[src/scr_pkg.sv]
package scr_pkg;
  localparam logic [7:0] SCR_CMD_READ = 8'h33;
  localparam logic [7:0] SCR_CMD_MATCH = 8'h55;
  localparam logic [7:0] SCR_CMD_SEARCH = 8'hF0;
  localparam logic [7:0] SCR_CMD_SKIP = 8'hCC;
  localparam logic [7:0] SCR_CMD_RESUME = 8'hA5;
  localparam logic [7:0] SCR_CMD_OD_SKIP = 8'h3C;
  localparam logic [7:0] SCR_CMD_OD_MATCH = 8'h69;
  localparam int SCR_CMD_BITS = 8;
  localparam int SCR_ID_BITS = 64;
  localparam int SCR_CLK_MHZ = 25;
  localparam int SCR_RST_LONG_US = 480;
  localparam int SCR_RST_LONG_CYC = SCR_RST_LONG_US * SCR_CLK_MHZ;
  localparam int SCR_STD_SAMPLE_NS = 30000;
  localparam int SCR_OD_SAMPLE_NS = 3000;
  localparam int SCR_STD_RESET_NS = 240000;
  localparam int SCR_OD_RESET_NS = 24000;
  localparam int SCR_STD_READ_NS = 30000;
  localparam int SCR_OD_READ_NS = 3000;
  localparam int SCR_HOLDOFF_NS = 1000;
  localparam int SCR_CLK_NS = 1000 / SCR_CLK_MHZ;
  localparam int SCR_STD_SAMPLE_CYC = SCR_STD_SAMPLE_NS / SCR_CLK_NS;
  localparam int SCR_OD_SAMPLE_CYC = SCR_OD_SAMPLE_NS / SCR_CLK_NS;
  localparam int SCR_STD_RESET_CYC = SCR_STD_RESET_NS / SCR_CLK_NS;
  localparam int SCR_OD_RESET_CYC = SCR_OD_RESET_NS / SCR_CLK_NS;
  localparam int SCR_STD_READ_CYC = SCR_STD_READ_NS / SCR_CLK_NS;
  localparam int SCR_OD_READ_CYC = SCR_OD_READ_NS / SCR_CLK_NS;
  localparam int SCR_HOLDOFF_CYC = (SCR_HOLDOFF_NS + SCR_CLK_NS - 1) / SCR_CLK_NS;
  localparam int SCR_CNT_W = 16;

  typedef struct packed {
    logic fall;
    logic rise;
    logic level;
  } scr_edge_t;

  typedef struct packed {
    logic resume_flag;
    logic overdrive_flag;
    logic selected;
  } scr_status_t;
endpackage : scr_pkg

[src/scr_rom_layer.sv]
`timescale 1ns/100ps
`default_nettype none
// Functional notes
// [RL1] CCh skips straight to memory functions
// [RL2] A5h proceeds only if resume flag set
// [RL3] Resume flag set by match/search/OD-match
// [RL4] Addressing another device clears resume flag
// [RL5] 3Ch sets overdrive, then memory functions
// [RL6] Reset of 480us clears overdrive
// [RL7] Master resets at overdrive before addressing
// [RL8] 69h: identifier at overdrive, match selects
// [RL9] Overdrive kept when OD-match misses
// [RL10] Master avoids reads after skip, multidrop
// [RL11] Shallow dips within hysteresis ignored
// [RL12] Glitches inside hold-off window ignored
// [RL13] Late or long lows start slots
// [RL14] Commands are exactly eight bits
// [RL15] 55h: only exact identifier match answers
// [RL16] Least significant bit first, one per slot
module scr_rom_layer
  import scr_pkg::*;
#(
  parameter logic [63:0] ROM_ID = 64'h0123456789ABCDEF, // Arbitrary value
  parameter int RST_LONG_CYC = SCR_RST_LONG_CYC,
  parameter int HOLDOFF_CYC = SCR_HOLDOFF_CYC
) (
  input wire logic clk_i,
  input wire logic rst_i,
  input wire logic ce_i,
  input wire logic above_upper_i,
  input wire logic below_hyst_i,
  output logic line_oe_o,
  output logic line_o,
  output logic mem_go_o,
  input wire logic mem_done_i,
  output var scr_status_t status_o
);
  typedef enum logic [5:0] {
    ST_IDLE = 6'b000001,
    ST_CMD = 6'b000010,
    ST_MATCH = 6'b000100,
    ST_SRCH = 6'b001000,
    ST_MEM = 6'b010000,
    ST_WAIT = 6'b100000
  } scr_state_t;

  scr_edge_t edge_s;
  scr_state_t st_reg, st_next;
  logic [7:0] cmd_reg, cmd_next;
  logic [6:0] bit_reg, bit_next;
  logic [1:0] tri_reg, tri_next;
  logic [SCR_CNT_W-1:0] low_reg, low_next;
  logic [SCR_CNT_W-1:0] slot_reg, slot_next;
  logic ok_reg, ok_next, rc_reg, rc_next, od_reg, od_next, odm_reg, odm_next;
  logic pres_reg, pres_next, drv_reg, drv_next, go_reg, go_next;
  logic [SCR_CNT_W-1:0] low_lim, rst_lim, rd_lim;
  logic id_bit, sample, rst_seen, rst_long;
  logic [SCR_CNT_W-1:0] age_reg, age_next;
  logic spd_reg, spd_next, mfall;

  scr_frontend #(.HOLDOFF_CYC(HOLDOFF_CYC)) u_fe (
    .clk_i(clk_i),
    .rst_i(rst_i),
    .ce_i(ce_i),
    .above_upper_i(above_upper_i),
    .below_hyst_i(below_hyst_i),
    .edge_o(edge_s)
  );

  function automatic logic [SCR_CNT_W-1:0] pick(input logic od, input int fast, input int slow);
    pick = od ? fast[SCR_CNT_W-1:0] : slow[SCR_CNT_W-1:0];
  endfunction : pick

  // Speed latched per slot, so a mid-slot switch cannot cut it short
  assign low_lim = pick(spd_reg, SCR_OD_SAMPLE_CYC, SCR_STD_SAMPLE_CYC);
  assign rst_lim = pick(spd_reg, SCR_OD_RESET_CYC, SCR_STD_RESET_CYC);
  assign rd_lim = pick(spd_reg, SCR_OD_READ_CYC, SCR_STD_READ_CYC);
  assign id_bit = ROM_ID[bit_reg[5:0]]; // RL16
  // Own pulldown is no master fall
  assign mfall = edge_s.fall && !drv_reg;
  assign sample = age_reg == low_lim - 16'h0001;
  assign rst_seen = edge_s.rise && low_reg >= rst_lim;
  assign rst_long = edge_s.rise && low_reg >= RST_LONG_CYC[SCR_CNT_W-1:0];

  always_comb begin
    st_next = st_reg;
    cmd_next = cmd_reg;
    bit_next = bit_reg;
    tri_next = tri_reg;
    ok_next = ok_reg;
    rc_next = rc_reg;
    od_next = od_reg;
    odm_next = odm_reg;
    pres_next = 1'b0;
    drv_next = drv_reg;
    go_next = 1'b0;
    low_next = edge_s.level ? 16'h0000 : low_reg + 16'h0001;
    // Slot timer from master fall, whatever the line does later
    age_next = (age_reg != 16'h0000 && age_reg < low_lim) ? age_reg + 16'h0001 : 16'h0000;
    spd_next = spd_reg;
    slot_next = (slot_reg != 16'h0000) ? slot_reg - 16'h0001 : slot_reg;
    if (slot_reg == 16'h0001) begin
      drv_next = 1'b0;
    end
    if (mfall) begin
      drv_next = 1'b0;
      age_next = 16'h0001;
      spd_next = od_reg;
    end
    if (rst_seen) begin
      st_next = ST_CMD;
      bit_next = 7'h00;
      cmd_next = 8'h00;
      pres_next = 1'b1;
      spd_next = rst_long ? 1'b0 : od_reg;
      if (rst_long) begin
        od_next = 1'b0; // RL6
      end
    end else if (mfall && (st_reg == ST_SRCH) && tri_reg != 2'd2) begin
      drv_next = (tri_reg == 2'd0) ? !id_bit : id_bit; // RL16
      slot_next = rd_lim;
    end else if (sample) begin
      case (st_reg)
        ST_CMD: begin
          cmd_next = {edge_s.level, cmd_reg[7:1]}; // RL16
          bit_next = bit_reg + 7'h01;
          if (bit_reg == 7'(SCR_CMD_BITS - 1)) begin // RL14
            bit_next = 7'h00;
            ok_next = 1'b1;
            tri_next = 2'd0;
            case ({edge_s.level, cmd_reg[7:1]})
              SCR_CMD_SKIP: begin
                st_next = ST_MEM; // RL1
                rc_next = 1'b0; // RL4
                go_next = 1'b1;
              end
              SCR_CMD_RESUME: begin
                st_next = rc_reg ? ST_MEM : ST_WAIT; // RL2
                go_next = rc_reg;
              end
              SCR_CMD_OD_SKIP: begin
                od_next = 1'b1; // RL5
                rc_next = 1'b0;
                st_next = ST_MEM;
                go_next = 1'b1;
              end
              SCR_CMD_MATCH: begin
                odm_next = 1'b0;
                st_next = ST_MATCH;
              end
              SCR_CMD_OD_MATCH: begin
                odm_next = 1'b1;
                od_next = 1'b1; // RL8
                st_next = ST_MATCH;
              end
              SCR_CMD_SEARCH: st_next = ST_SRCH;
              default: st_next = ST_WAIT;
            endcase
          end
        end
        ST_MATCH: begin
          if (edge_s.level != id_bit) begin
            ok_next = 1'b0; // RL15
          end
          bit_next = bit_reg + 7'h01;
          if (bit_reg == 7'(SCR_ID_BITS - 1)) begin
            if (ok_reg && edge_s.level == id_bit) begin
              st_next = ST_MEM;
              rc_next = 1'b1; // RL3
              go_next = 1'b1;
            end else begin
              st_next = ST_WAIT;
              rc_next = 1'b0; // RL4
              od_next = odm_reg ? od_reg : od_reg; // RL9
            end
          end
        end
        ST_SRCH: begin
          if (tri_reg == 2'd2) begin
            tri_next = 2'd0;
            bit_next = bit_reg + 7'h01;
            if (edge_s.level != id_bit) begin
              st_next = ST_WAIT;
              rc_next = 1'b0; // RL4
            end else if (bit_reg == 7'(SCR_ID_BITS - 1)) begin
              st_next = ST_MEM;
              rc_next = 1'b1; // RL3
              go_next = 1'b1;
            end
          end else begin
            tri_next = tri_reg + 2'd1;
          end
        end
        ST_MEM: begin
          if (mem_done_i) begin
            st_next = ST_WAIT;
          end
        end
        default: ;
      endcase
    end
    if (pres_reg) begin
      drv_next = 1'b1;
      slot_next = rd_lim << 1;
    end
  end

  always_ff @(posedge clk_i or posedge rst_i) begin
    if (rst_i) begin
      st_reg <= ST_IDLE;
      cmd_reg <= 8'h00;
      bit_reg <= 7'h00;
      tri_reg <= 2'd0;
      low_reg <= 16'h0000;
      age_reg <= 16'h0000;
      spd_reg <= 1'b0;
      slot_reg <= 16'h0000;
      ok_reg <= 1'b0;
      rc_reg <= 1'b0;
      od_reg <= 1'b0;
      odm_reg <= 1'b0;
      pres_reg <= 1'b0;
      drv_reg <= 1'b0;
      go_reg <= 1'b0;
    end else if (ce_i) begin
      st_reg <= st_next;
      cmd_reg <= cmd_next;
      bit_reg <= bit_next;
      tri_reg <= tri_next;
      low_reg <= low_next;
      age_reg <= age_next;
      spd_reg <= spd_next;
      slot_reg <= slot_next;
      ok_reg <= ok_next;
      rc_reg <= rc_next;
      od_reg <= od_next;
      odm_reg <= odm_next;
      pres_reg <= pres_next;
      drv_reg <= drv_next;
      go_reg <= go_next;
    end
  end

  assign line_o = 1'b0;
  assign line_oe_o = drv_reg;
  assign mem_go_o = go_reg;
  assign status_o = '{resume_flag: rc_reg, overdrive_flag: od_reg, selected: st_reg == ST_MEM};

  chk_skip_to_mem: assert property (@(posedge clk_i) disable iff (rst_i)
    ce_i && st_reg == ST_CMD && sample && bit_reg == 7'd7 && {edge_s.level, cmd_reg[7:1]} == SCR_CMD_SKIP
    |=> st_reg == ST_MEM && mem_go_o) // RL1
    else $error("Skip did not enter memory functions");
  chk_resume_gate: assert property (@(posedge clk_i) disable iff (rst_i)
    ce_i && st_reg == ST_CMD && sample && bit_reg == 7'd7 && {edge_s.level, cmd_reg[7:1]} == SCR_CMD_RESUME
    |=> (st_reg == ST_MEM) == $past(rc_reg)) // RL2
    else $error("Resume ignored resume flag");
  chk_rc_set_cause: assert property (@(posedge clk_i) disable iff (rst_i)
    $rose(rc_reg) |-> $past(st_reg) == ST_MATCH || $past(st_reg) == ST_SRCH) // RL3
    else $error("Resume flag set without identifier match");
  chk_od_skip_sets: assert property (@(posedge clk_i) disable iff (rst_i)
    ce_i && st_reg == ST_CMD && sample && bit_reg == 7'd7 && {edge_s.level, cmd_reg[7:1]} == SCR_CMD_OD_SKIP
    |=> od_reg && !rc_reg) // RL5
    else $error("Overdrive skip did not set overdrive");
  chk_long_reset_od: assert property (@(posedge clk_i) disable iff (rst_i)
    ce_i && rst_long |=> !od_reg && st_reg == ST_CMD) // RL6
    else $error("Long reset kept overdrive");
  chk_od_hold: assert property (@(posedge clk_i) disable iff (rst_i)
    od_reg && !(ce_i && rst_long) |=> od_reg) // RL9
    else $error("Overdrive dropped without long reset");
  chk_match_miss: assert property (@(posedge clk_i) disable iff (rst_i)
    st_reg == ST_MATCH && !ok_reg |=> st_reg != ST_MEM) // RL15
    else $error("Mismatched identifier selected");
  chk_cmd_len: assert property (@(posedge clk_i) disable iff (rst_i)
    st_reg == ST_CMD |-> bit_reg < 7'd8) // RL14
    else $error("Command longer than eight bits");
endmodule : scr_rom_layer
`default_nettype wire

[src/scr_frontend.sv]
`timescale 1ns/100ps
`default_nettype none
module scr_frontend
  import scr_pkg::*;
#(
  parameter int HOLDOFF_CYC = SCR_HOLDOFF_CYC
) (
  input wire logic clk_i,
  input wire logic rst_i,
  input wire logic ce_i,
  input wire logic above_upper_i,
  input wire logic below_hyst_i,
  output var scr_edge_t edge_o
);
  logic level_reg, level_next;
  logic [SCR_CNT_W-1:0] hold_reg, hold_next;
  logic fall_reg, fall_next, rise_reg, rise_next;

  always_comb begin
    level_next = level_reg;
    hold_next = hold_reg;
    fall_next = 1'b0;
    rise_next = 1'b0;
    if (level_reg) begin
      if (hold_reg != 16'h0000) begin
        hold_next = hold_reg - 16'h0001; // RL12
      end
      if (below_hyst_i) begin // RL11
        if (hold_reg == 16'h0000) begin // RL13
          level_next = 1'b0;
          fall_next = 1'b1;
        end
      end
    end else if (above_upper_i) begin
      level_next = 1'b1;
      rise_next = 1'b1;
      hold_next = HOLDOFF_CYC[SCR_CNT_W-1:0];
    end
  end

  always_ff @(posedge clk_i or posedge rst_i) begin
    if (rst_i) begin
      level_reg <= 1'b1;
      hold_reg <= 16'h0000;
      fall_reg <= 1'b0;
      rise_reg <= 1'b0;
    end else if (ce_i) begin
      level_reg <= level_next;
      hold_reg <= hold_next;
      fall_reg <= fall_next;
      rise_reg <= rise_next;
    end
  end

  assign edge_o = '{fall: fall_reg, rise: rise_reg, level: level_reg};

  chk_holdoff_masks_fall: assert property (@(posedge clk_i) disable iff (rst_i)
    ce_i && level_reg && hold_reg != 16'h0000 |=> level_reg) // RL12
    else $error("Fall taken inside hold-off window");
  chk_hyst_ignores_dip: assert property (@(posedge clk_i) disable iff (rst_i)
    ce_i && level_reg && !below_hyst_i |=> level_reg) // RL11
    else $error("Shallow dip taken as fall");
  chk_late_fall_taken: assert property (@(posedge clk_i) disable iff (rst_i)
    ce_i && level_reg && hold_reg == 16'h0000 && below_hyst_i |=> !level_reg && fall_reg) // RL13
    else $error("Fall after window missed");
endmodule : scr_frontend
`default_nettype wire

[config.mk]
export PLATFORM = sky130hd
export DESIGN_NAME = scr_rom_layer
export DESIGN_NICKNAME = d
export VERILOG_FILES = /design/src/scr_pkg.sv /design/src/scr_rom_layer.sv /design/src/scr_frontend.sv
export SDC_FILE = /design/constraint.sdc
export NUM_CORES = 1
export LEC_CHECK = 0
export BUFFER_PORTS_ARGS = -buffer_cell sky130_fd_sc_hd__buf_2
export CAP_MARGIN = 40
export CORE_MARGIN = 1.5
export CORE_UTILIZATION = 50
export CTS_CLUSTER_DIAMETER = 200
export DETAILED_ROUTE_END_ITERATION = 7
export PLACE_DENSITY = 0.68
export SETUP_SLACK_MARGIN = 0.4
export SYNTH_ARGS = -nofsm -noshare
export SYNTH_HDL_FRONTEND = slang
export SYNTH_HIERARCHICAL = 1
export SYNTH_SLANG_ARGS = --single-unit
[constraint.sdc]
create_clock -name clk_i -period 3 [get_ports clk_i]
set_clock_uncertainty 0.05 [all_clocks]
set_input_delay 0.9 -clock clk_i [delete_from_list [all_inputs] [get_ports clk_i]]
set_output_delay 0.9 -clock clk_i [all_outputs]
set_load 0.1 [all_outputs]
== Yosys cells after proc, flatten, opt, wreduce, memory -nomap -nowiden ==
Memories as Yosys holds them, arrays and structs flattened.
Cells that the tools add are included.

* Add/subtract/negate cells: 7
* $lt $le $gt $ge: 4
* Equal/unequal tests: 31
* Multiplexer cells: 84
* Bitwise logic cells: 2
* Reductions and logical operators: 37

{| class="wikitable"
|+ Operators by type and width
! cell !! number
|-
| two-way mux 16 bit || 10
|-
| two-way mux 6 bit || 11
|-
| one-hot mux 6 bit (4 select lines) || 2
|-
| nonzero test 16 bit || 3
|-
| two-way mux 1 bit || 42
|-
| two-way mux 7 bit || 5
|-
| adder 16 x 1 -> 16 bit, second input constant || 2
|-
| two-way mux 8 bit || 4
|-
| subtractor 16 x 1 -> 16 bit, second input constant || 2
|-
| equality test 8 bit, second input constant || 3
|-
| one-hot mux 7 bit (3 select lines) || 1
|-
| equality test 16 x 1 -> 1 bit, second input constant || 1
|-
| equality test 16 bit || 1
|-
| equality test 8 x 7 -> 1 bit, second input constant || 2
|-
| greater-or-equal comparator 16 x 13 -> 1 bit || 1
|-
| greater-or-equal comparator 16 x 14 -> 1 bit, second input constant || 1
|-
| zero test 16 bit || 1
|-
| < comparator 16 x 10 -> 1 bit || 1
|-
| nonzero test 2 bit || 8
|-
| != test 2 bit, second input constant || 7
|-
| two-way mux 13 bit || 1
|-
| AND reduction 6 bit || 2
|-
| subtractor 10 x 1 -> 11 bit, second input constant || 1
|-
| two-way mux 10 bit || 1
|-
| other kinds (37) || 52
|}

* Register bits after elaboration: 97
* ROM bits: 64
* Bits of input ports: 6
* Memories: 1

{| class="wikitable"
|+ Memory list
! name !! words !! bits a word !! rd ports !! clocked after Yosys merged registers in !! wr ports !! RTL line !! RTL
|-
| (no name shown) || 64 || 1 || 1 || 0 || 0 || scr_rom_layer.sv:78 || <nowiki>assign id_bit = ROM_ID[bit_reg[5:0]];</nowiki>
|}

== Depth between registers and ports, before layout ==
* Word-level depth: 10
* Depth in mapped cells: 10
* Gate-level depth less buffers: 9

== Hierarchy ==
Netlist, hierarchy kept.

{| class="wikitable"
|+ By module, submodules not included
! module !! times used !! cells each !! area an instance (sq um) !! sequential area each (sq um)
|-
| scr_rom_layer || 1 || 571 || 4986.0 || 1928.1
|-
| scr_frontend || 1 || 120 || 1103.6 || 476.7
|}

== Worst setup path after synthesis ==
Ideal clock, no wire load.

* Kind: reg-to-reg
* Start point: register spd_reg
* End point: register rc_reg
* Arrival time: 2.368 ns
* Required time: 2.825 ns
* Path slack: 0.457 ns
* Cell stages (with the launch flop): 9
* Path buffers: 0
* Clock period less this slack: 2.543 ns
* Path through: dfrtp_1 ha_1 a311oi_1 nor3b_2 a221oi_2 and2_4 nor3_2 nand3_1 mux2_4

* Longest elaborated chain between the ends: 5
* Elaborated cells between the ends (all ways): 8
* Classes of those cells: add/sub: 1; order compare: 1; eq/ne: 1; mux: 2; bitwise: 1; reduce/logical: 2

{| class="wikitable"
|+ Ends and longest elaborated chain
! item !! RTL line !! RTL
|-
| from (decl) || scr_rom_layer.sv:59 || <nowiki>logic spd_reg, spd_next, mfall;</nowiki>
|-
| from (signal assigned) || scr_rom_layer.sv:232 || <nowiki>spd_reg <= spd_next;</nowiki>
|-
| branches (longest 4 deep; another with subtractor 10 x 1 -> 11 bit) || n/a ||
|-
| AND reduction 10 bit (no source line) * || n/a ||
|-
| to (signal assigned) || scr_rom_layer.sv:235 || <nowiki>rc_reg <= rc_next;</nowiki>
|-
| to (decl) || scr_rom_layer.sv:54 || <nowiki>logic ok_reg, ok_next, rc_reg, rc_next, od_reg, od_next, odm_reg, odm_next;</nowiki>
|}

Every way passes the cells marked *.
A chain may end at the register's enable or synchronous reset.

== Worst setup path after layout ==
Same ends and word-level chain as after synthesis.

==> out/qor.yml <==
clock_tree.root_cell: "sky130_fd_sc_hd__clkbuf_16"
max_slew_margin: 0.5058
path_delay_family: "simple AND/OR/NAND/NOR gates"
cts_max_path_buffers: 2
worst-path-buf-inv: 2
min-delay-start: "slot_reg[15]"
static-leakage-power_nw: 3.018
destination_of_the_worst_register_to_register_timing_path: "rc_reg"
grt.total_usage: 0.2361
utilization: 0.5721
synth.yosys.seq_area_share: 0.3949
cts_tree: "yes"
worstRegToRegCells: 10
min_delay_path_depth: 1
drt-total-wl_um: 14460
syn_area_sq_mm: 0.006090
multiInputGateArea_sq_mm: 0.003496
place.detailed.hpwl_um: 10140
worstSkewPairLatency_ns: 0.35
die_w_um: 113.4
worst_max_slew_pin_slew_ns: 0.7405
initialDrtViolationCount: 356
endpoint_kind: "register"
timing.final.max_slew_violations: 0
tritoncts.num_buffers: 9
routed-via-count: 5316
outcome: "complete, no violations"
finalHoldViolCount: 0
dieArea_sq_mm: 0.01285
grt_pass1_vias: 5093
power.sequential.fraction: 0.455
cells_along_the_critical_path: "buf_4 -> ha_1 -> nor4b_4 -> nand2_1 -> nor4_2 -> buf_4 -> nand2_1 -> nor3_4 -> nand3_1 -> mux2_4"
gp_routability_congestion: 0.9115
timing.setup.critical_path_class: "register to register"
p_clk_frac: 0.298
pre_cts_ws_ns: 0.1768
seqCellArea_sq_mm: 0.002412
holdPathEnd: "slot_reg[15]"
number_of_unique_standard_cell_types_used_by_synthesis: 84
worst_path_max_delay_cell: "sky130_fd_sc_hd__dfrtp_2"
netlist_instances: 691
post_drt_antenna_nets: 0
report.final.setup_viol: 0
cts.hold.buffers_added: 0
wl_per_cell_um: 16.83
p_sw_frac: 0.3432
maxClockFrequency_mhz: 388.4
synth_fp_nets: 722
core_footprint_sq_mm: 0.01196
reg2reg_slack_ns: 0.43
synth_area_leaders: "sky130_fd_sc_hd__dfrtp_1, sky130_fd_sc_hd__o21ai_0, sky130_fd_sc_hd__ha_1"
avgViaCountPerCell: 6.189
final_period_minus_worst_setup_slack_ns: 2.575
drc_errors: 0
p_comb_frac: 0.246
synth-seq-cells: 96
synth_top_area_cell: "sky130_fd_sc_hd__dfrtp_1"
io_buffer_count: 10
grt_start_max_net_pins: 29
grt_setup_unrepaired: "true"
worstReg2RegStart: "spd_reg"
die_y_um: 113.4
yosysTopAreaCellShare: 0.3863
starting_utilization_of_the_core_area: 0.5091
p_switching_mw: 1.328
delay_contributed_by_the_slowest_stage_of_the_critical_path_ns: 0.46
hold-worst-slack_ns: 0.4356
cts.sink_count: 96
layout-drive-gt1-share: 0.1433
power_density_mw_per_mm2: 565.3
worst_ep_required_time_ns: 3.19
p_int_mw: 2.541
synthesis.area_per_instance_sq_um: 8.813
critical_path.max_fanout: 6
worst_hold_path_type: "register to register"
ys_top_cells_by_count: "sky130_fd_sc_hd__dfrtp_1, sky130_fd_sc_hd__o21ai_0, sky130_fd_sc_hd__nand2_1, sky130_fd_sc_hd__nor2_1, sky130_fd_sc_hd__inv_1"
worst_voltage_drop_across_the_vdd_grid_uv: 520.9
min_period_over_period: 0.8582
clock_tree.htree_level_count: 3
tns_ns: 0
synth.yosys.warnings: 6
layout.filler_cells: 1032
synth_enable_flop_cells: 0
design.final.nets: 738
cell_with_the_most_instances_after_synthesis: "sky130_fd_sc_hd__dfrtp_1"
setup_slack_ns: 0.4254
async_reset_ff_frac: 1.000
ant_diodes: 0
num_io_pins: 12
initial_antenna_violation_count: 0
worst_ep_arrival_time_ns: 2.77
clk_pin_slew_ns: 0.07
max-cap-violations: 0
worst_setup_path_start_kind: "register"
first_pass_grt_wire_length_um: 24510
gr-total-overflow: 0
syn_to_final_growth_pct: 12.37
synth_ff_type: "sky130_fd_sc_hd__dfrtp_1"
detail_route.first_pass.iterations: 4
core.rowCount: 40
-- what timing repair did --
item / 4_1_cts / 5_1_grt
pin swaps: 1 / 8
setup endpoints to repair: 37 / 36
gates cloned: 0 / 0
resized for setup: 12 / 27
buffers inserted: 5 / 6
-- through the flow --
step / cells / power, mW / instance area, sq um
floorplan: 691 / 2.435 / 6093
global placement: 832 / 2.632 / 6300
detailed placement: 832 / 2.685 / 6300
CTS: 853 / 3.855 / 6660
global route: 859 / 4.102 / 6843
finish: 859 / 3.868 / 6843
-- layer usage --
metal  vias up  part of all wire  GRT usage
li1       2562                 -          -
met1      2593              0.48     0.3320
met2       138              0.46     0.3681
met3        23             0.045    0.03535
met4         0             0.022    0.09417
met5         -                 0          0
-- kinds of logic (layout without fill, tap and decap cells) --
kind of cell | Yosys count | count (layout) | synth area share
flops | 96 | 96 | 0.3949
other cells | 1 | 1 | 0.0006158
mux | 14 | 14 | 0.02589
simple gates | 280 | 280 | 0.2490
xor+xnor | 18 | 18 | 0.02589
buf+inv | 78 | 99 | 0.05465
fa+ha+maj | 25 | 25 | 0.05137
compound gates | 179 | 179 | 0.1977
-- cells in the final DEF (no fill, tap or decap), types with 3 or more instances in the layout --
master | Yosys | final
sky130_fd_sc_hd__a211o_1 | 4 | 4
sky130_fd_sc_hd__a211oi_1 | 5 | 4
sky130_fd_sc_hd__a21o_1 | 6 | 5
sky130_fd_sc_hd__a21oi_1 | 26 | 24
sky130_fd_sc_hd__a21oi_2 | 1 | 3
sky130_fd_sc_hd__a22o_1 | 7 | 7
sky130_fd_sc_hd__a31oi_1 | 6 | 6
sky130_fd_sc_hd__and3_1 | 13 | 13
sky130_fd_sc_hd__buf_2 | 5 | 9
sky130_fd_sc_hd__buf_4 | 7 | 24
sky130_fd_sc_hd__clkbuf_16 | 0 | 9
sky130_fd_sc_hd__clkinv_2 | 0 | 3
sky130_fd_sc_hd__dfrtp_1 | 94 | 91
sky130_fd_sc_hd__dfrtp_2 | 0 | 3
sky130_fd_sc_hd__ha_1 | 25 | 23
sky130_fd_sc_hd__inv_1 | 45 | 42
sky130_fd_sc_hd__inv_2 | 1 | 3
sky130_fd_sc_hd__mux2i_1 | 12 | 12
sky130_fd_sc_hd__nand2_1 | 54 | 53
sky130_fd_sc_hd__nand2b_1 | 13 | 12
sky130_fd_sc_hd__nand3_1 | 39 | 38
sky130_fd_sc_hd__nand4_1 | 6 | 6
sky130_fd_sc_hd__nand4b_1 | 7 | 7
sky130_fd_sc_hd__nor2_1 | 54 | 54
sky130_fd_sc_hd__nor2b_1 | 12 | 12
sky130_fd_sc_hd__nor3_1 | 24 | 23
sky130_fd_sc_hd__nor4_1 | 12 | 12
sky130_fd_sc_hd__o21ai_0 | 63 | 62
sky130_fd_sc_hd__o21ai_1 | 4 | 5
sky130_fd_sc_hd__o22ai_1 | 7 | 7
sky130_fd_sc_hd__o2bb2ai_1 | 6 | 6
sky130_fd_sc_hd__o31ai_1 | 5 | 5
sky130_fd_sc_hd__o41ai_1 | 4 | 4
sky130_fd_sc_hd__or3_1 | 14 | 13
sky130_fd_sc_hd__or4_1 | 6 | 6
sky130_fd_sc_hd__xnor2_1 | 3 | 3
sky130_fd_sc_hd__xor2_1 | 15 | 15
-- worst max path at each step --
stage,start,endpoint,slack (ns),depth (start not counted)
after global placement,bit_reg[1],st_reg[5],0.23,9
final,spd_reg,rc_reg,0.43,10
after global routing,spd_reg,rc_reg,0.35,10
after floorplan,spd_reg,rc_reg,0.46,8
after detailed placement,bit_reg[0],st_reg[5],0.18,9
after CTS,st_reg[3],status_o[0],0.39,4
-- worst register-to-register path: cells and delay by family, from the launching register on --
kind,cells,cell delay [ns]
adders and majority gates,1,0.29
buffers and inverters,2,0.34
DFF,1,0.46
muxes,1,0.31
and+or+nand+nor,6,1.01
-- power groups by stage --
stage | clock (mW) | combinational, mW | sequential (mW)
4_1_cts | 1.18 | 0.925 | 1.75
3_5_place_dp | 0 | 0.911 | 1.77
6_report | 1.15 | 0.953 | 1.76
2_1_floorplan | 0 | 0.761 | 1.67
5_1_grt | 1.23 | 1.07 | 1.80
3_3_place_gp | 0 | 0.872 | 1.76
-- area by class of cell --
| type | count | share of cell area |
|---|---|---|
| Clock buffer | 12 | 0.03602 |
| Tap cell | 147 | 0.02688 |
| Multi-Input combinational cell | 517 | 0.5109 |
| Inverter | 46 | 0.02578 |
| Sequential cell | 96 | 0.3525 |
| Timing Repair Buffer | 37 | 0.04132 |
| Clock inverter | 4 | 0.006583 |
Note: power is estimated with default switching activity, not from simulation.
